==> src/design/adc_seq_defs.svh <==
/*
  Offsets, reset values, code limits and timing counts of the converter control block.
  Assumes a 100 MHz system clock and a 16-bit register port addressed by word index.
*/
`ifndef ADC_SEQ_DEFS_SVH
`define ADC_SEQ_DEFS_SVH

// ----------------------------------------------------------------------
// Register offsets
// ----------------------------------------------------------------------
`define OFS_CONTROL 8'h00
`define OFS_MAXCONV 8'h01
`define OFS_START 8'h02
`define OFS_CHSEL0 8'h03
`define OFS_SEQ_STATUS 8'h07
`define OFS_INT_STATUS 8'h08
`define OFS_INT_ENABLE 8'h09
`define OFS_INT_CLEAR 8'h0A
`define OFS_RESULT0 8'h10

// ----------------------------------------------------------------------
// Reset values and code limits
// ----------------------------------------------------------------------
`define CONTROL_RESET 16'h0000
`define MAXCONV_RESET 16'h0000
`define CODE_MAX 12'h0FFF
`define CODE_MIN 12'h0000

// ----------------------------------------------------------------------
// Timing: shortest conversion at the converter clock rate
// ----------------------------------------------------------------------
`define CONV_TIME_NS 80
`define CONV_CLK_MHZ 25
`define CONV_TICKS ((`CONV_TIME_NS * `CONV_CLK_MHZ + 999) / 1000)

`endif

==> src/design/adc_seq_pkg.sv <==
/*
  Types shared by the converter control block.
  Assumes the defs header supplies all numbers.
*/
package adc_seq_pkg;

  // Control register layout.
  typedef struct packed {
    logic [2:0] spare;
    logic ext_trig_en;
    logic [3:0] acq_prescale;
    logic [3:0] clk_prescale;
    logic start_stop;
    logic pace_every_other;
    logic cascade;
    logic clock_enable;
  } control_t;

  // Conversion engine states.
  typedef enum logic [3:0] {
    ST_IDLE = 4'b0001,
    ST_ACQ = 4'b0010,
    ST_CONV = 4'b0100,
    ST_STORE = 4'b1000
  } conv_state_t;

endpackage

==> src/design/adc_autosequencer_control.sv <==
/*
  Control logic around one shared 12-bit sample-and-hold converter: two sequencers
  that may be cascaded, channel steering, result registers, trigger selection,
  paced interrupts and power control.
  Assumes the analog core presents an unclipped signed code on conv_raw that is
  steady by the end of the conversion window, and that trigger pins are asynchronous.
*/
// Notes on behaviour
// - One converter serialises all conversions.
// - Codes saturate to 0 and 4095.
// - Sixteen slots; in cascaded mode each picks any channel.
// - Dual eight-slot or cascaded sixteen-slot sequencer.
// - Dual mode: each sequencer uses own group.
// - Result stored in register of its slot.
// - Same channel allowed in several slots.
// - Start by software, PWM or external input.
// - Trigger A and B start own sequencers.
// - Interrupt every or every second sequence end.
// - Start/stop: each trigger continues the sequence.
// - Acquisition window has its own prescale.
// - Conversion lasts two converter clock periods.
// - Registers on system clock, sequencing on tick.
// - Reset clears enable, analog powered down.
// - Writes other than to control gated until enable set.
// - Halt powers analog down, registers kept.
`timescale 1ns/1ps
`include "adc_seq_defs.svh"

module adc_autosequencer_control (
  // Clock and reset.
  input wire logic clock,
  input wire logic reset,
  // Register port.
  input wire logic [7:0] address,
  input wire logic [15:0] write_data,
  input wire logic write_strobe,
  input wire logic read_strobe,
  output logic [15:0] read_data,
  // Trigger and halt pins.
  input wire logic trigger_channel_a,
  input wire logic trigger_channel_b,
  input wire logic external_trigger_input,
  input wire logic halt,
  // Analog core.
  input wire logic signed [13:0] conv_raw,
  output logic analog_enable,
  output logic sample_hold,
  output logic converting,
  output logic [3:0] conv_channel,
  // Interrupt.
  output logic interrupt
);

  // ----------------------------------------------------------------------
  // Helpers
  // ----------------------------------------------------------------------

  // Clips the raw core code into the twelve-bit output range.
  function automatic logic [11:0] sat_code(input logic signed [13:0] raw);
    if (raw <= 14'sh0000) begin
      sat_code = `CODE_MIN;
    end else if (raw >= 14'sh0FFF) begin
      sat_code = `CODE_MAX;
    end else begin
      sat_code = raw[11:0];
    end
  endfunction

  // True when a register write hits the given offset.
  function automatic logic hit(input logic [7:0] a, input logic [7:0] ofs);
    hit = (a == ofs);
  endfunction

  // ----------------------------------------------------------------------
  // Pin synchronisers
  // ----------------------------------------------------------------------
  logic [3:0] pin_meta;
  logic [3:0] pin_sync;
  logic [3:0] pin_prev;
  logic [13:0] raw_meta;
  logic signed [13:0] raw_sync;

  // Two flip-flops on every asynchronous input, third stage for edges.
  always_ff @(posedge clock) begin
    if (reset) begin
      pin_meta <= 4'h0;
      pin_sync <= 4'h0;
      pin_prev <= 4'h0;
      raw_meta <= 14'h0000;
      raw_sync <= 14'sh0000;
    end else begin
      pin_meta <= {halt, external_trigger_input, trigger_channel_b, trigger_channel_a};
      pin_sync <= pin_meta;
      pin_prev <= pin_sync;
      raw_meta <= conv_raw;
      raw_sync <= raw_meta;
    end
  end

  logic [2:0] pin_rise;
  logic halt_s;
  assign pin_rise = pin_sync[2:0] & ~pin_prev[2:0];
  assign halt_s = pin_sync[3];

  // ----------------------------------------------------------------------
  // Registers
  // ----------------------------------------------------------------------
  adc_seq_pkg::control_t ctrl;
  logic [15:0] maxconv;
  logic [3:0] chsel [0:15];
  logic [11:0] result [0:15];
  logic [2:0] int_status;
  logic [2:0] int_enable;
  logic wr_ok;
  logic sw_start_a;
  logic sw_start_b;

  // Other registers accept writes only while the clock enable is set.
  assign wr_ok = write_strobe && ctrl.clock_enable;
  assign sw_start_a = wr_ok && hit(address, `OFS_START) && write_data[0];
  assign sw_start_b = wr_ok && hit(address, `OFS_START) && write_data[1];

  // Control register; reset clears the clock enable.
  always_ff @(posedge clock) begin
    if (reset) begin
      ctrl <= `CONTROL_RESET;
    end else if (write_strobe && hit(address, `OFS_CONTROL)) begin
      ctrl <= write_data;
    end
  end

  // Sequence lengths and channel selections.
  always_ff @(posedge clock) begin
    if (reset) begin
      maxconv <= `MAXCONV_RESET;
      for (int i = 0; i < 16; i++) begin
        chsel[i] <= 4'h0;
      end
    end else if (wr_ok) begin
      if (hit(address, `OFS_MAXCONV)) begin
        maxconv <= write_data;
      end
      for (int r = 0; r < 4; r++) begin
        if (hit(address, `OFS_CHSEL0 + 8'(r))) begin
          for (int n = 0; n < 4; n++) begin
            chsel[4 * r + n] <= write_data[4 * n +: 4];
          end
        end
      end
    end
  end

  // ----------------------------------------------------------------------
  // Converter clock tick
  // ----------------------------------------------------------------------
  logic [3:0] tick_count;
  logic tick;
  logic run;

  // The analog section runs only when enabled and not halted.
  assign run = ctrl.clock_enable && !halt_s;

  // Divides the system clock into the converter tick.
  always_ff @(posedge clock) begin
    if (reset || !run) begin
      tick_count <= 4'h0;
      tick <= 1'b0;
    end else if (tick_count >= ctrl.clk_prescale) begin
      tick_count <= 4'h0;
      tick <= 1'b1;
    end else begin
      tick_count <= tick_count + 4'h1;
      tick <= 1'b0;
    end
  end

  // ----------------------------------------------------------------------
  // Triggers
  // ----------------------------------------------------------------------
  logic trig_a;
  logic trig_b;

  // Trigger A also takes the external input; B only counts in dual mode.
  assign trig_a = sw_start_a || (ctrl.clock_enable && (pin_rise[0] ||
                  (ctrl.ext_trig_en && pin_rise[2])));
  assign trig_b = !ctrl.cascade && (sw_start_b || (ctrl.clock_enable && pin_rise[1]));

  // ----------------------------------------------------------------------
  // Sequencers
  // ----------------------------------------------------------------------
  logic busy_a;
  logic busy_b;
  logic [3:0] ptr_a;
  logic [2:0] ptr_b;
  logic [3:0] left_a;
  logic [2:0] left_b;
  logic store_a;
  logic store_b;
  logic done_a;
  logic done_b;
  logic [3:0] max_a;

  // Cascaded mode counts sixteen slots, dual mode eight.
  assign max_a = ctrl.cascade ? maxconv[3:0] : {1'b0, maxconv[2:0]};

  // Sequencer A: ignores triggers while busy, resumes in start/stop mode.
  always_ff @(posedge clock) begin
    if (reset) begin
      busy_a <= 1'b0;
      ptr_a <= 4'h0;
      left_a <= 4'h0;
      done_a <= 1'b0;
    end else begin
      done_a <= 1'b0;
      if (trig_a && !busy_a) begin
        busy_a <= 1'b1;
        left_a <= max_a;
        if (!ctrl.start_stop) begin
          ptr_a <= 4'h0;
        end
      end else if (store_a) begin
        ptr_a <= ctrl.cascade ? ptr_a + 4'h1 : {1'b0, ptr_a[2:0] + 3'h1};
        left_a <= left_a - 4'h1;
        if (left_a == 4'h0) begin
          busy_a <= 1'b0;
          done_a <= 1'b1;
          if (!ctrl.start_stop) begin
            ptr_a <= 4'h0;
          end
        end
      end
    end
  end

  // Sequencer B works on slots eight to fifteen.
  always_ff @(posedge clock) begin
    if (reset || ctrl.cascade) begin
      busy_b <= 1'b0;
      ptr_b <= 3'h0;
      left_b <= 3'h0;
      done_b <= 1'b0;
    end else begin
      done_b <= 1'b0;
      if (trig_b && !busy_b) begin
        busy_b <= 1'b1;
        left_b <= maxconv[6:4];
        if (!ctrl.start_stop) begin
          ptr_b <= 3'h0;
        end
      end else if (store_b) begin
        ptr_b <= ptr_b + 3'h1;
        left_b <= left_b - 3'h1;
        if (left_b == 3'h0) begin
          busy_b <= 1'b0;
          done_b <= 1'b1;
          if (!ctrl.start_stop) begin
            ptr_b <= 3'h0;
          end
        end
      end
    end
  end

  // ----------------------------------------------------------------------
  // Conversion engine
  // ----------------------------------------------------------------------
  adc_seq_pkg::conv_state_t state;
  logic cur_is_b;
  logic [3:0] cur_slot;
  logic [4:0] win_count;

  assign store_a = (state == adc_seq_pkg::ST_STORE) && !cur_is_b;
  assign store_b = (state == adc_seq_pkg::ST_STORE) && cur_is_b;

  // The single converter serves A first, then B; one conversion at a time.
  always_ff @(posedge clock) begin
    if (reset || !run) begin
      state <= adc_seq_pkg::ST_IDLE;
      cur_is_b <= 1'b0;
      cur_slot <= 4'h0;
      conv_channel <= 4'h0;
      win_count <= 5'h00;
    end else begin
      case (state)
        adc_seq_pkg::ST_IDLE: begin
          if (busy_a) begin
            cur_is_b <= 1'b0;
            cur_slot <= ptr_a;
            conv_channel <= ctrl.cascade ? chsel[ptr_a] : {1'b0, chsel[ptr_a][2:0]};
            win_count <= 5'h00;
            state <= adc_seq_pkg::ST_ACQ;
          end else if (busy_b) begin
            cur_is_b <= 1'b1;
            cur_slot <= {1'b1, ptr_b};
            conv_channel <= {1'b1, chsel[{1'b1, ptr_b}][2:0]};
            win_count <= 5'h00;
            state <= adc_seq_pkg::ST_ACQ;
          end
        end
        adc_seq_pkg::ST_ACQ: begin
          if (tick) begin
            if (win_count >= {1'b0, ctrl.acq_prescale}) begin
              win_count <= 5'h00;
              state <= adc_seq_pkg::ST_CONV;
            end else begin
              win_count <= win_count + 5'h01;
            end
          end
        end
        adc_seq_pkg::ST_CONV: begin
          if (tick) begin
            if (win_count >= 5'(`CONV_TICKS - 1)) begin
              state <= adc_seq_pkg::ST_STORE;
            end else begin
              win_count <= win_count + 5'h01;
            end
          end
        end
        adc_seq_pkg::ST_STORE: begin
          state <= adc_seq_pkg::ST_IDLE;
        end
        default: begin
          state <= adc_seq_pkg::ST_IDLE;
        end
      endcase
    end
  end

  // Each finished conversion lands in the result register of its slot.
  always_ff @(posedge clock) begin
    if (reset) begin
      for (int i = 0; i < 16; i++) begin
        result[i] <= 12'h000;
      end
    end else if (state == adc_seq_pkg::ST_STORE) begin
      result[cur_slot] <= sat_code(raw_sync);
    end
  end

  // Analog strobes and power, all registered.
  always_ff @(posedge clock) begin
    if (reset) begin
      analog_enable <= 1'b0;
      sample_hold <= 1'b0;
      converting <= 1'b0;
    end else begin
      analog_enable <= run;
      sample_hold <= run && (state == adc_seq_pkg::ST_ACQ);
      converting <= run && (state == adc_seq_pkg::ST_CONV);
    end
  end

  // ----------------------------------------------------------------------
  // Interrupts
  // ----------------------------------------------------------------------
  logic pace_a;
  logic pace_b;
  logic [2:0] int_set;
  logic [2:0] int_clr;

  // Pacing: with every-other selected, only the second end raises a flag.
  always_ff @(posedge clock) begin
    if (reset || !ctrl.pace_every_other) begin
      pace_a <= 1'b0;
      pace_b <= 1'b0;
    end else begin
      if (done_a) begin
        pace_a <= !pace_a;
      end
      if (done_b) begin
        pace_b <= !pace_b;
      end
    end
  end

  assign int_set[0] = done_a && (!ctrl.pace_every_other || pace_a);
  assign int_set[1] = done_b && (!ctrl.pace_every_other || pace_b);
  assign int_set[2] = (trig_a && busy_a) || (trig_b && busy_b);
  assign int_clr = (wr_ok && hit(address, `OFS_INT_CLEAR)) ? write_data[2:0] : 3'h0;

  // Sticky flags: a set in the clearing cycle wins.
  always_ff @(posedge clock) begin
    if (reset) begin
      int_status <= 3'h0;
    end else begin
      int_status <= (int_status & ~int_clr) | int_set;
    end
  end

  // Interrupt enable register.
  always_ff @(posedge clock) begin
    if (reset) begin
      int_enable <= 3'h0;
    end else if (wr_ok && hit(address, `OFS_INT_ENABLE)) begin
      int_enable <= write_data[2:0];
    end
  end

  // Level interrupt from the enabled flags, registered.
  always_ff @(posedge clock) begin
    if (reset) begin
      interrupt <= 1'b0;
    end else begin
      interrupt <= |(((int_status & ~int_clr) | int_set) & int_enable);
    end
  end

  // ----------------------------------------------------------------------
  // Read data
  // ----------------------------------------------------------------------
  logic [15:0] next_read_data;

  // Decodes the read address; unmapped words read zero.
  always_comb begin
    next_read_data = 16'h0000;
    if (address >= `OFS_RESULT0 && address <= `OFS_RESULT0 + 8'h0F) begin
      next_read_data = {4'h0, result[address[3:0]]};
    end else if (address >= `OFS_CHSEL0 && address <= `OFS_CHSEL0 + 8'h03) begin
      for (int n = 0; n < 4; n++) begin
        next_read_data[4 * n +: 4] = chsel[{address[1:0] - 2'h3, 2'(n)}];
      end
    end else begin
      case (address)
        `OFS_CONTROL: next_read_data = ctrl;
        `OFS_MAXCONV: next_read_data = maxconv;
        `OFS_SEQ_STATUS: next_read_data = {4'h0, state, busy_b, busy_a, ptr_b, ptr_a[2:0]};
        `OFS_INT_STATUS: next_read_data = {13'h0000, int_status};
        `OFS_INT_ENABLE: next_read_data = {13'h0000, int_enable};
        default: next_read_data = 16'h0000;
      endcase
    end
  end

  // Read data stands only in the cycle after the read strobe.
  always_ff @(posedge clock) begin
    if (reset || !read_strobe) begin
      read_data <= 16'h0000;
    end else begin
      read_data <= next_read_data;
    end
  end
endmodule // adc_autosequencer_control

==> config.mk <==
export PLATFORM = sky130hd
export DESIGN_NAME = adc_autosequencer_control
export DESIGN_NICKNAME = d
export VERILOG_FILES = /design/src/design/adc_seq_pkg.sv /design/src/design/adc_autosequencer_control.sv
export VERILOG_INCLUDE_DIRS = /design/src /design/src/design
export SDC_FILE = /design/constraint.sdc
export NUM_CORES = 1
export LEC_CHECK = 0
export BUFFER_PORTS_ARGS = -buffer_cell sky130_fd_sc_hd__buf_2
export CAP_MARGIN = 10
export CORE_ASPECT_RATIO = 0.75
export CORE_UTILIZATION = 35
export CTS_CLUSTER_DIAMETER = 30
export DETAILED_ROUTE_END_ITERATION = 8
export PLACE_DENSITY_LB_ADDON = 0.15
export SLEW_MARGIN = 0
export SYNTH_ARGS = -nofsm -noshare
export SYNTH_HDL_FRONTEND = slang
export SYNTH_SLANG_ARGS = --single-unit
==> constraint.sdc <==
create_clock -name clock -period 3.8 [get_ports clock]
set_clock_uncertainty 0.1 [all_clocks]
set_input_delay 0 -clock clock [delete_from_list [all_inputs] [get_ports clock]]
set_output_delay 0 -clock clock [all_outputs]
set_load 0.01 [all_outputs]
After elaboration in Yosys (flattened, before gate mapping)
Memory sizes are Yosys's and may differ from the RTL's. A register that Yosys moved wholly into a read port is not among the register bits.
Cells that the tools add are included.
{"block": "word_totals", "regBits": 140, "latchBits": 0, "ramBits": 256, "mem_bits_ro": 0, "input_bits": 46, "word_cells": 269, "mem_count": 2}
{"name": "result", "depth": 16, "width": 12, "rd": 1, "rd_clocked_by_memory_dff": 0, "write_ports": 16, "line_no": "adc_autosequencer_control.sv:111", "text": "logic [11:0] result [0:15];"}
{"name": "chsel", "depth": 16, "width": 4, "rd": 6, "rd_clocked_by_memory_dff": 2, "write_ports": 16, "line_no": "adc_autosequencer_control.sv:110", "text": "logic [3:0] chsel [0:15];"}
{"block": "classes", "addsub": 8, "n_mul": 0, "n_div": 0, "n_lt_le_gt_ge": 9, "n_eq_ne": 22, "shifts": 0, "mux": 98, "bitwise_logic": 24, "n_reduce_logical": 67}
{"operator": "$mux 4", "n": 41}
{"operator": "$pmux 16 s5", "n": 1}
{"operator": "$mux 12", "n": 6}
{"operator": "$mux 1", "n": 33}
{"operator": "$eq 8x3->1 const B", "n": 4}
{"operator": "$mux 5", "n": 6}
{"operator": "$eq 8x4->1 const B", "n": 3}
{"operator": "$logic_and 1x1->1", "n": 24}
{"operator": "$mux 3", "n": 8}
{"operator": "$eq 8x2->1 const B", "n": 2}
{"operator": "$mux 16", "n": 1}
{"operator": "$or 1x1->1", "n": 16}
{"operator": "$pmux 5 s3", "n": 1}
{"operator": "$ge 14x13->1 const B", "n": 1}
{"operator": "$le 14x1->1 const B", "n": 1}
{"operator": "$ne 2x2->1 const B", "n": 7}
{"operator": "$pmux 4 s3", "n": 1}
{"operator": "$reduce_and 2->1", "n": 6}
{"operator": "$reduce_or 12->1", "n": 1}
{"operator": "$logic_not 1->1", "n": 10}
{"operator": "$logic_or 1x1->1", "n": 10}
{"operator": "$reduce_and 5->1", "n": 2}
{"operator": "$reduce_bool 2->1", "n": 5}
{"operator": "$and 3x3->3", "n": 3}
{"operator": "other kinds (28)", "n": 35}

Depth between registers and ports, before layout
Gate-level depths: netlist (run 1).
{"block": "logic_depth", "word_depth": 11, "depth_mapped": 12, "depth_no_buf": 7}

Worst setup path before layout (run 1)
Ideal clock, no wire load.
{"block": "synth_path", "kind": "in2reg", "from": "in address[0]", "to": "reg read_data[6]", "setup_time_ps": 134, "arrival_ps": 2518, "t_required_ps": 3566, "slack_ps": 1047, "path_stages": 10, "cell_sequence": "buf_2 -> buf_2 -> buf_2 -> inv_1 -> ha_1 -> buf_1 -> clkbuf_1 -> mux4_2 -> a221oi_1 -> a211oi_1"}
{"block": "synth_between", "elab_chain_len": 4, "word_cells_on_any_way": 17, "cone_classes": "add/sub (1); order compare (4); eq/ne (4); mux (3); reduce/logical (3); memory (2)"}
{"item": "start, declared", "line_no": "adc_autosequencer_control.sv:34", "text": "input wire logic [7:0] address,"}
{"item": "$sub 2x2->2 (tied with other cells)", "line_no": "adc_autosequencer_control.sv:420", "text": "next_read_data[4 * n +: 4] = chsel[{address[1:0] - 2'h3, 2'(n)}];"}
{"item": "$mem_v2 16x4 (tied with other cells)"}
{"item": "$mux 16", "line_no": "adc_autosequencer_control.sv:418", "text": "end else if (address >= `OFS_CHSEL0 && address <= `OFS_CHSEL0 + 8'h03) begin"}
{"item": "$mux 12 *", "line_no": "adc_autosequencer_control.sv:416", "text": "if (address >= `OFS_RESULT0 && address <= `OFS_RESULT0 + 8'h0F) begin"}
{"item": "end signal, assigned", "line_no": "adc_autosequencer_control.sv:439", "text": "read_data <= next_read_data;"}
{"item": "end, declared", "line_no": "adc_autosequencer_control.sv:38", "text": "output logic [15:0] read_data,"}
Every way passes the cells marked *; elsewhere a longest branch is shown, timed or not.
A chain may end at the register's enable or synchronous reset.

==> impl_metrics.env, run 1 <==
export IMPL_endpoint_kind="flop"
export IMPL_die_h_um=197.9
export IMPL_timing_rr_start="state[1]"
export IMPL_cts_max_level=3
export IMPL_synthesis_area_um2=17910
export IMPL_grt_max_degree=59
export IMPL_hold_path_class="in -> reg"
export IMPL_synth_cells=1495
export IMPL_synthArstFlopShare_pct=0
export IMPL_numPlacedInstances=2161
export IMPL_antenna_cells=0
export IMPL_worstSetupPathType="reg -> reg"
export IMPL_via_count=12790
export IMPL_clock_sinks=403
export IMPL_post_route_cells_drive_above_1_share_pct=21.74
export IMPL_p_leak_nw=7.814
export IMPL_min_period_over_period_pct=90.75
export IMPL_first_iter_violations=1416
export IMPL_antenna_left=0
export IMPL_hold_violations=0
export IMPL_synth_adder_area_share_pct=1.397
export IMPL_cts_max_path_buffers=3
export IMPL_irDropWorstVdd_v=0.0002888
export IMPL_grt_pass1_vias=12270
export IMPL_cts_clk_slew_worst_paths_ps=50
export IMPL_synth_warnings=0
export IMPL_cp_slowest_cell="or4b_1"
export IMPL_min_delay_path_depth=3
export IMPL_hold_path_startpoint="conv_raw[11]"
export IMPL_rr_endpoint="result[0][6]"
export IMPL_final_cell_mix="287 x nor2_1, 256 x edfxtp_1, 147 x dfxtp_1, 94 x nand2_1, 88 x clkbuf_16"
export IMPL_synth_top_family_by_area="simple AND/OR/NAND/NOR gates"
export IMPL_arrival_ps=3580
export IMPL_crit_chain="or4b_1 > nor4_1 > nand2_1 > nand2b_1"
export IMPL_fin_cells=2368
export IMPL_yosys_mux_area_fraction_pct=11.92
export IMPL_die_width_um=263.2
export IMPL_design_die_area_um2=52080
export IMPL_syn_area_per_cell_um2=11.98
export IMPL_startpoint_type="flop"
export IMPL_placementRows=71
export IMPL_io_buffers=69
export IMPL_antenna_found_initial=1
export IMPL_startpoint="state[1]"
export IMPL_grt_overflow=0
export IMPL_cts_resized=0
export IMPL_grt_pass1_wl_um=82600
export IMPL_p_per_area_nw_per_um2=576.7
export IMPL_rrSetupSlack_ps=350
export IMPL_wl_per_cell_um=24.16
export IMPL_tightest_slew_ps=1129
export IMPL_yosysSeqAreaShare_pct=59.36
export IMPL_reg2regPathDepth=4
export IMPL_gp_congestion=0.8312
export IMPL_drt_total_wl_um=57210
export IMPL_setup_tns_ps=0
export IMPL_clock_latency_ps=610
export IMPL_synth_cell_types=70
export IMPL_slew_headroom_pct=24.73
export IMPL_slew_violations=0
export IMPL_viasPerCell=5.399
export IMPL_max_cap_violations=0
export IMPL_initial_core_util_pct=35.61
export IMPL_status="finished clean"
export IMPL_synth_xor_xnor_area_share_pct=0.6358
export IMPL_hpwl_um=39440
export IMPL_cts_buffers=82
export IMPL_synth_ff_latch_count=403
export IMPL_holdPathEnd="raw_meta[11]"
export IMPL_synth_compound_area_share_pct=7.337
export IMPL_setup_viol=0
export IMPL_fill_cells=4692
export IMPL_min_period_ps=3449
export IMPL_worstPathRequired_ps=3930
export IMPL_synth_edff_count=256
export IMPL_drc=0
export IMPL_area_growth_pct=25.48
export IMPL_synthFlopType="edfxtp_1"
export IMPL_synth_simple_area_share_pct=15.88
export IMPL_cts_tree="built"
export IMPL_cp_slowest_stage_delay_ps=810
export IMPL_core_um2=50280
export IMPL_io_pins=70
export IMPL_synth_nets=1561
export IMPL_rsz0062_at_grt="false"
export IMPL_clock_fmax_mhz=290.0
export IMPL_root_buffer="clkbuf_16"
export IMPL_nNetsFinal=1709
export IMPL_track_usage_pct=22.07
export IMPL_cp_max_fo=13
export IMPL_final_common_cell="nor2_1"
export IMPL_first_pass_iters=5
state kept, by name, indices dropped and copies added, names as in the netlist, 4 cells and up, named ones only:
signal / flops
raw_sync: 14
win_count: 5
raw_meta: 14
ctrl: 16
ptr_a: 4
tick_count: 4
pin_sync: 4
pin_meta: 4
read_data: 16
cur_slot: 4
left_a: 4
conv_channel: 4
chsel: 64
state: 4
result: 192
maxconv: 16
repair_timing:
item	CTS	global route
endpoints found under the hold margin	145	0
hold buffers	54	0
setup buffers	0	0
logic make-up after synthesis:
logic type / Yosys count
AOI/OAI and AO/OA: 192
xor gates and xnor gates: 13
adders and majority gates: 20
buffers and inverters: 152
DFF: 403
muxes: 111
and+or+nand+nor: 604
area by class of cell:
type	instances	area, um2	share of cell area (%)
flip-flops and latches	403	10630	47.31
well taps	657	822.0	3.658
inverters	43	161.4	0.7183
clock buffers	99	2283	10.16
multi-input cells	940	6696	29.80
clock inverters	53	603.1	2.684
repair buffers	173	1274	5.668
metal layers:
| layer | vias to the layer above | share of wire [%] | track usage [%] |
|---|---|---|---|
| met5 | - | 0.017 | 0 |
| met4 | 2 | 2.1 | 6.043 |
| met3 | 85 | 9.9 | 7.449 |
| met2 | 569 | 40 | 29.42 |
| met1 | 6361 | 48 | 33.37 |
| li1 | 5768 | - | - |
worst max-delay path: cells and delay by family (launching register included):
kind          cells  cell delay, ps
simple gates      4            2580
flops             1             390
power breakdown:
group	leakage, nW	internal, mW	switching (mW)	total (mW)
clock network	1.39	4.98	2.40	7.38
registers	3.66	4.82	0.0845	4.91
logic	2.76	0.265	0.414	0.679
total	7.81	10.1	2.90	13.0
Yosys cell counts, drive strengths merged (10+ instances only):
cell type,number,share of area (%)
o22ai,11,0.38
nor3,21,0.61
mux2i,22,1.2
edfxtp,256,43
nand2b,50,1.7
o21ai,20,0.56
a211oi,16,0.67
a22o,13,0.64
a31oi,14,0.49
clkbuf,78,1.6
a21oi,54,1.5
ha,20,1.4
nor4,14,0.57
a221oi,10,0.49
nand3,34,0.95
dfxtp,147,16
a221o,11,0.61
nor2b,54,1.9
inv,43,0.90
mux4,81,10
nor2,288,6.1
nand2,94,2.0
buf,31,0.92
per-stage QoR:
stage	power [mW]	util (%)	cell area (um2)	setup slack (ps)	hold WS, ps
after global routing	13.31	44.69	22470	150.6	78.22
after CTS	13.06	44.66	22460	452.5	47.65
after floorplan	5.299	-	17910	1047	28.18
after detailed placement	5.609	37.84	19030	460.3	111.6
after global placement	5.611	37.84	19030	401.9	109.1
final	12.96	44.69	22470	351.5	66.70
worst max path at each step:
stage              endpoint  depth (start not counted)
2_1_floorplan  read_data[6]                         10
3_3_place_gp   result[0][4]                          4
3_5_place_dp   result[0][4]                          4
4_1_cts        result[0][6]                          4
5_1_grt        result[0][6]                          4
6_report       result[0][6]                          4
(Power assumes the default switching activity.)
==> run 2, diff against run 1 <==
--- a/config.mk
+++ b/config.mk
@@ -6,6 +6,7 @@
 export SDC_FILE = /design/constraint.sdc
 export NUM_CORES = 1
 export LEC_CHECK = 0
+export ABC_AREA = 1
 export BUFFER_PORTS_ARGS = -buffer_cell sky130_fd_sc_hd__buf_2
 export CAP_MARGIN = 10
 export CORE_ASPECT_RATIO = 0.75
==> run 2 against run 1 <==
  * Cell count is 30% higher
  * Hold slack worse by 25 ps
  * Largest cell class unchanged
  * Synthesized cell count up 46%
  * Routed wire length up 4.8%
  * Register-to-register slack better by 670 ps
  * Synthesized area is 3.9% higher
  * Maximum frequency is 17% higher
  * Total power rose by 5.6%
  * Sequential share of layout area shrank 1.7 points
  * Global-route usage rose by 0.52 points
  * Critical path type is now in -> reg
==> impl_metrics.env, run 2 <==
export IMPL_status="finished clean"
export IMPL_placementRows=72
export IMPL_synth_edff_count=256
export IMPL_top_register="result"
export IMPL_antenna_left=0
export IMPL_globalRouteMet2Util_pct=30.05
export IMPL_max_cap_violations=0
export IMPL_final_common_cell="nor2_1"
export IMPL_cp_max_fo=30
export IMPL_ctsHoldBuffers=71
export IMPL_hold_violations=0
export IMPL_startpoint_type="input pin"
export IMPL_final_cell_mix="485 x nor2_1, 356 x nand2_1, 256 x edfxtp_1, 205 x o21ai_0, 194 x inv_1"
export IMPL_initial_core_util_pct=35.80
export IMPL_post_synth_top_count_cell="nor2_1"
export IMPL_synth_cell_types=42
export IMPL_viasPerCell=5.095
export IMPL_track_usage_pct=22.59
export IMPL_holdPathEnd="chsel[13][3]"
export IMPL_worstSetupPathType="in -> reg"
export IMPL_syn_area_per_cell_um2=8.552
export IMPL_reg2regPathDepth=7
export IMPL_cts_clk_slew_worst_paths_ps=50
export IMPL_worstPathRequired_ps=4230
export IMPL_timing_rr_start="state[0]"
export IMPL_hold_path_class="in -> reg"
export IMPL_synthArstFlopShare_pct=0
export IMPL_slew_headroom_pct=19.75
export IMPL_rr_endpoint="result[0][3]"
export IMPL_synth_adder_area_share_pct=1.345
export IMPL_grt_max_degree=108
export IMPL_p_per_area_nw_per_um2=586.6
export IMPL_endpoint_kind="flop"
export IMPL_synth_top_area_share_pct=41.31
export IMPL_io_buffers=69
export IMPL_ys_top_cells_by_count="485 x nor2_1, 356 x nand2_1, 256 x edfxtp_1, 206 x o21ai_0, 195 x inv_1"
export IMPL_synth_simple_area_share_pct=22.60
export IMPL_design_die_area_um2=54100
export IMPL_via_count=15720
export IMPL_cts_buffers=90
export IMPL_synth_compound_area_share_pct=11.01
export IMPL_antenna_found_initial=2
export IMPL_area_growth_pct=25.35
export IMPL_synth_top_family_by_area="simple AND/OR/NAND/NOR gates"
export IMPL_synth_nets=2242
export IMPL_slew_violations=0
export IMPL_cts_max_path_buffers=3
export IMPL_p_leak_nw=9.135
export IMPL_yosys_area_top_type="edfxtp_1"
export IMPL_post_route_cells_drive_above_1_share_pct=12.09
export IMPL_root_buffer="clkbuf_16"
export IMPL_largest_reg_flops=192
export IMPL_min_delay_path_depth=4
export IMPL_hold_slack_ps=41.50
export IMPL_first_pass_iters=6
export IMPL_cts_tree="built"
export IMPL_grt_overflow=0
export IMPL_grt_pass1_vias=15160
export IMPL_min_period_over_period_pct=77.84
export IMPL_grt_busiest_layer="met1"
export IMPL_clock_sinks=403
export IMPL_drt_total_wl_um=59980
export IMPL_rrSetupSlack_ps=1020
export IMPL_clock_latency_ps=620
export IMPL_grt_use_met3_pct=6.621
export IMPL_hpwl_um=40180
export IMPL_rsz0062_at_grt="false"
export IMPL_hold_path_startpoint="address[1]"
export IMPL_setup_viol=0
export IMPL_postCtsSetupRepairBufs=0
export IMPL_core_um2=51980
export IMPL_irDropWorstVdd_v=0.0003661
export IMPL_synthesis_area_um2=18610
export IMPL_yosys_mux_area_fraction_pct=0
export IMPL_gp_congestion=0.9158
export IMPL_tightest_slew_ps=1204
export IMPL_cts_max_level=3
export IMPL_wl_per_cell_um=19.44
export IMPL_grt_pass1_wl_um=91710
export IMPL_synth_xor_xnor_area_share_pct=0.6118
export IMPL_clock_fmax_mhz=338.1
export IMPL_synthFlopType="edfxtp_1"
export IMPL_top_regs="result: 192 flops, chsel: 64 flops"
export IMPL_io_pins=70
export IMPL_first_iter_violations=1664
export IMPL_setup_tns_ps=0
export IMPL_die_width_um=268.3
export IMPL_synth_cells=2176
export IMPL_yosysSeqAreaShare_pct=57.12
export IMPL_fill_cells=5057
export IMPL_finalPower_mw=13.68
export IMPL_drc=0
export IMPL_arrival_ps=3390
export IMPL_cts_resized=0
export IMPL_synth_warnings=0
export IMPL_die_h_um=201.7
export IMPL_min_period_ps=2958
export IMPL_nNetsFinal=2371
export IMPL_synth_ff_latch_count=403
export IMPL_yosys_top_cells_area="edfxtp_1 41%, dfxtp_1 16%, nor2_1 9.8%"
export IMPL_use_met1_pct=34.51
-- run 2: layout make-up --
type,count,area (um2),share of cell area (%)
inverter,205,770.7,3.304
timing repair buffer,160,1234,5.289
sequential,403,10630,45.57
multi-input combinational,1445,6620,28.38
clock buffer,108,2422,10.38
tap,703,879.6,3.771
clock inverter,61,768.2,3.293
antenna,1,2.502,0.01073
-- run 2: how the worst max path moves through the flow --
stage	start	endpoint	cells past startpoint
after CTS	address[2]	maxconv[13]	10
after global placement	state[0]	result[5][1]	7
final	address[2]	maxconv[13]	10
after detailed placement	address[1]	maxconv[13]	9
after floorplan	address[0]	chsel[12][0]	6
after global routing	address[3]	maxconv[13]	10
-- run 2: stage by stage --
| step | cells | utilization [%] | area (um2) | setup slack [ps] |
|---|---|---|---|---|
| 2_1_floorplan | 2176 | - | 18610 | 1412 |
| 3_3_place_gp | 2845 | 37.37 | 19420 | 1026 |
| 3_5_place_dp | 2845 | 37.37 | 19420 | 927.8 |
| 4_1_cts | 3085 | 44.87 | 23320 | 979.5 |
| 5_1_grt | 3085 | 44.87 | 23320 | 641.3 |
| 6_report | 3086 | 44.88 | 23330 | 842.1 |
-- run 2: critical path, stage by stage --
cell and delay, ps:
dlygate4sd3_1 590, buf_2 180, inv_2 100, nand2_4 90, dlygate4sd3_1 700, nor2_4 480
nand2_1 160, inv_1 720, o21ai_0 190, a21oi_1 160
-- run 2: logic make-up after synthesis --
kind of cell    count (synthesis)
compound gates                382
xor+xnor                       13
fa+ha+maj                      20
flops                         403
simple gates                 1030
buf+inv                       328
-- run 2: routing by layer --
| metal | share of wire [%] | up-vias |
|---|---|---|
| met5 | 0.045 | - |
| met1 | 48 | 7488 |
| li1 | - | 7483 |
| met3 | 9.7 | 110 |
| met2 | 39 | 638 |
| met4 | 2.4 | 4 |
-- run 2: report_power, final --
part	leakage (nW)	total, mW	internal [mW]	switching [mW]
Sequential	3.67	4.88	4.82	0.0578
Combinational	3.94	0.706	0.199	0.508
Clock	1.53	8.10	5.52	2.59
Total	9.14	13.7	10.5	3.15
==> run 3, diff against run 2 <==
--- a/config.mk
+++ b/config.mk
@@ -6,7 +6,7 @@
 export SDC_FILE = /design/constraint.sdc
 export NUM_CORES = 1
 export LEC_CHECK = 0
-export ABC_AREA = 1
+export ABC_AREA = 0
 export BUFFER_PORTS_ARGS = -buffer_cell sky130_fd_sc_hd__buf_2
 export CAP_MARGIN = 10
 export CORE_ASPECT_RATIO = 0.75
==> constraint.sdc (replaced) <==
create_clock -name clock -period 2.41 [get_ports clock]
set_clock_uncertainty 0.1 [all_clocks]
set_input_delay 0 -clock clock [delete_from_list [all_inputs] [get_ports clock]]
set_output_delay 0 -clock clock [all_outputs]
set_load 0.01 [all_outputs]
==> run 3 against run 2 <==
  * Total power grew 48%
  * Non-clock buffer count up 89
  * Count of clock-buffer cells in the layout decreased by 2
  * Critical path depth fell by 4
  * Sequential power up 58%
  * Hold slack better by 19 ps
  * Clock power grew 41%
  * Cell count is 21% lower
  * Die area is 3.7% lower
  * Largest power group unchanged
  * Utilization is 1.1 points higher
  * Sequential cell count stayed put
==> impl_metrics.env, run 3 (same netlist as run 1, synthesis figures left out) <==
export IMPL_status="finished clean"
export IMPL_top_register="result"
export IMPL_power_switching_mw=4.503
export IMPL_p_leak_nw=8.206
export IMPL_drt_total_wl_um=56500
export IMPL_worstPathRequired_ps=2620
export IMPL_internal_power_mw=15.72
export IMPL_grt_max_degree=113
export IMPL_startpoint="state[0]"
export IMPL_placementRows=71
export IMPL_slew_violations=0
export IMPL_clock_sinks=403
export IMPL_io_buffers=69
export IMPL_arrival_ps=2520
export IMPL_timing_rr_start="state[0]"
export IMPL_hpwl_um=40010
export IMPL_top_regs="result: 192 flops, chsel: 64 flops"
export IMPL_root_buffer="clkbuf_16"
export IMPL_postCtsSetupRepairBufs=0
export IMPL_irDropWorstVdd_v=0.0004811
export IMPL_core_um2=50280
export IMPL_gp_congestion=0.8668
export IMPL_numPlacedInstances=2227
export IMPL_die_width_um=263.2
export IMPL_cp_max_fo=9
export IMPL_antenna_found_initial=6
export IMPL_cts_max_path_buffers=3
export IMPL_io_pins=70
export IMPL_endpoint_kind="flop"
export IMPL_antenna_left=0
export IMPL_fin_cells=2440
export IMPL_hold_path_class="in -> reg"
export IMPL_setup_tns_ps=0
export IMPL_grt_overflow=0
export IMPL_area_growth_pct=29.07
export IMPL_rr_endpoint="result[15][7]"
export IMPL_clock_latency_ps=620
export IMPL_final_common_cell="nor2_1"
export IMPL_via_count=13110
export IMPL_initial_core_util_pct=35.61
export IMPL_p_clk_share_pct=56.2
export IMPL_setup_viol=0
export IMPL_final_util_pct=45.97
export IMPL_rsz0062_at_grt="true"
export IMPL_cts_tree="built"
export IMPL_first_iter_violations=1458
export IMPL_reg2regPathDepth=6
export IMPL_cts_buffers=80
export IMPL_cts_clk_slew_worst_paths_ps=50
export IMPL_cts_max_level=3
export IMPL_startpoint_type="flop"
export IMPL_hold_violations=0
export IMPL_final_cell_mix="287 x nor2_1, 256 x edfxtp_1, 147 x dfxtp_1, 107 x buf_4, 94 x nand2_1"
export IMPL_p_per_area_nw_per_um2=875.0
export IMPL_crit_chain="buf_4 > nor4b_1 > and4b_1 > nand3_1 > nand2b_1 > buf_12"
export IMPL_first_pass_iters=5
export IMPL_min_period_ps=2312
export IMPL_grt_pass1_wl_um=83810
export IMPL_max_cap_violations=0
export IMPL_viasPerCell=5.375
export IMPL_seq_power_share_pct=38.2
export IMPL_netSwitchingFraction_pct=22.26
export IMPL_finalPower_mw=20.22
export IMPL_clock_fmax_mhz=432.6
export IMPL_largest_reg_flops=192
export IMPL_track_usage_pct=22.00
export IMPL_grt_pass1_vias=12670
export IMPL_worstSetupPathType="reg -> reg"
export IMPL_cp_slowest_stage_delay_ps=450
export IMPL_pwr_share_comb_pct=5.5
export IMPL_tightest_slew_ps=761.6
export IMPL_post_route_cells_drive_above_1_share_pct=23.68
export IMPL_wl_per_cell_um=23.16
export IMPL_nNetsFinal=1783
export IMPL_cp_slowest_cell="nor4b_1"
export IMPL_hold_slack_ps=60.22
export IMPL_crit_path_end="result[15][7]"
export IMPL_die_h_um=197.9
export IMPL_design_die_area_um2=52080
export IMPL_drc=0
export IMPL_slew_headroom_pct=49.15
export IMPL_min_period_over_period_pct=95.91
export IMPL_rrSetupSlack_ps=100
-- run 3: cell types whose count changed in the layout (fill, tap and decap cells not counted), sizes merged, moves of 14 or more --
cell	change
nand2	-266
nor2	-205
o21ai	-201
inv	-163
buf	+95
nand3	-91
mux4	+81
a21oi	-65
nor2b	+54
nand2b	+50
mux2i	+22
nand4	-18
nor4	+14
-- run 3: worst min path at each step --
stage | cells after the start | slack (ps) | endpoint | startpoint
floorplan | 1 | 30 | pin_meta[0] | trigger_channel_a
global placement | 2 | 110 | raw_meta[12] | conv_raw[12]
detailed placement | 2 | 110 | raw_meta[3] | conv_raw[3]
CTS | 4 | 20 | read_data[8] | address[3]
global route | 4 | 80 | read_data[8] | address[3]
finish | 4 | 60 | read_data[8] | address[3]
-- run 3: timing repair --
item / in CTS / in global routing
endpoints found under the hold margin: 174 / 0
hold buffers: 65 / 0
setup endpoints to repair: 0 / 57
resized for setup: 0 / 3
-- run 3: metal layers --
| metal | vias to the layer above | routed length, um | track usage, % |
|---|---|---|---|
| li1 | 5916 | - | - |
| met1 | 6525 | 27940 | 34.61 |
| met2 | 574 | 22190 | 28.85 |
| met3 | 95 | 5066 | 5.882 |
| met4 | 4 | 1282 | 6.238 |
| met5 | - | 21 | 0 |
-- run 3: power by group through the flow --
| stage | logic [mW] | registers (mW) | clock network (mW) |
|---|---|---|---|
| after floorplan | 0.586 | 7.77 | 0 |
| after global placement | 1.03 | 7.85 | 0 |
| after detailed placement | 1.04 | 7.84 | 0 |
| after CTS | 1.12 | 7.72 | 11.6 |
| after global routing | 1.19 | 7.74 | 11.9 |
| final | 1.12 | 7.73 | 11.4 |
-- run 3: final cells by class --
cell class	instances	area, um2
Tap cell	657	822.0
Multi-Input combinational cell	940	6706
Antenna cell	1	2.502
Fill cell	4589	27170
Sequential cell	403	10630
Clock buffer	106	2245
Inverter	43	161.4
Timing Repair Buffer	249	1989
Clock inverter	41	555.5
-- run 3: metrics by stage --
step,instance area (um2),setup slack (ps)
global placement,19640,119.6
CTS,23090,80.17
finish,23110,98.45
global route,23110,-18.17
detailed placement,19640,94.57
floorplan,17920,22.70
-- run 3: worst max-delay path, delay by kind of cell (launching register included) --
family / cells / cell delay (ps)
buffers and inverters: 2 / 310
flip-flops: 1 / 340
AND/OR/NAND/NOR: 4 / 1240
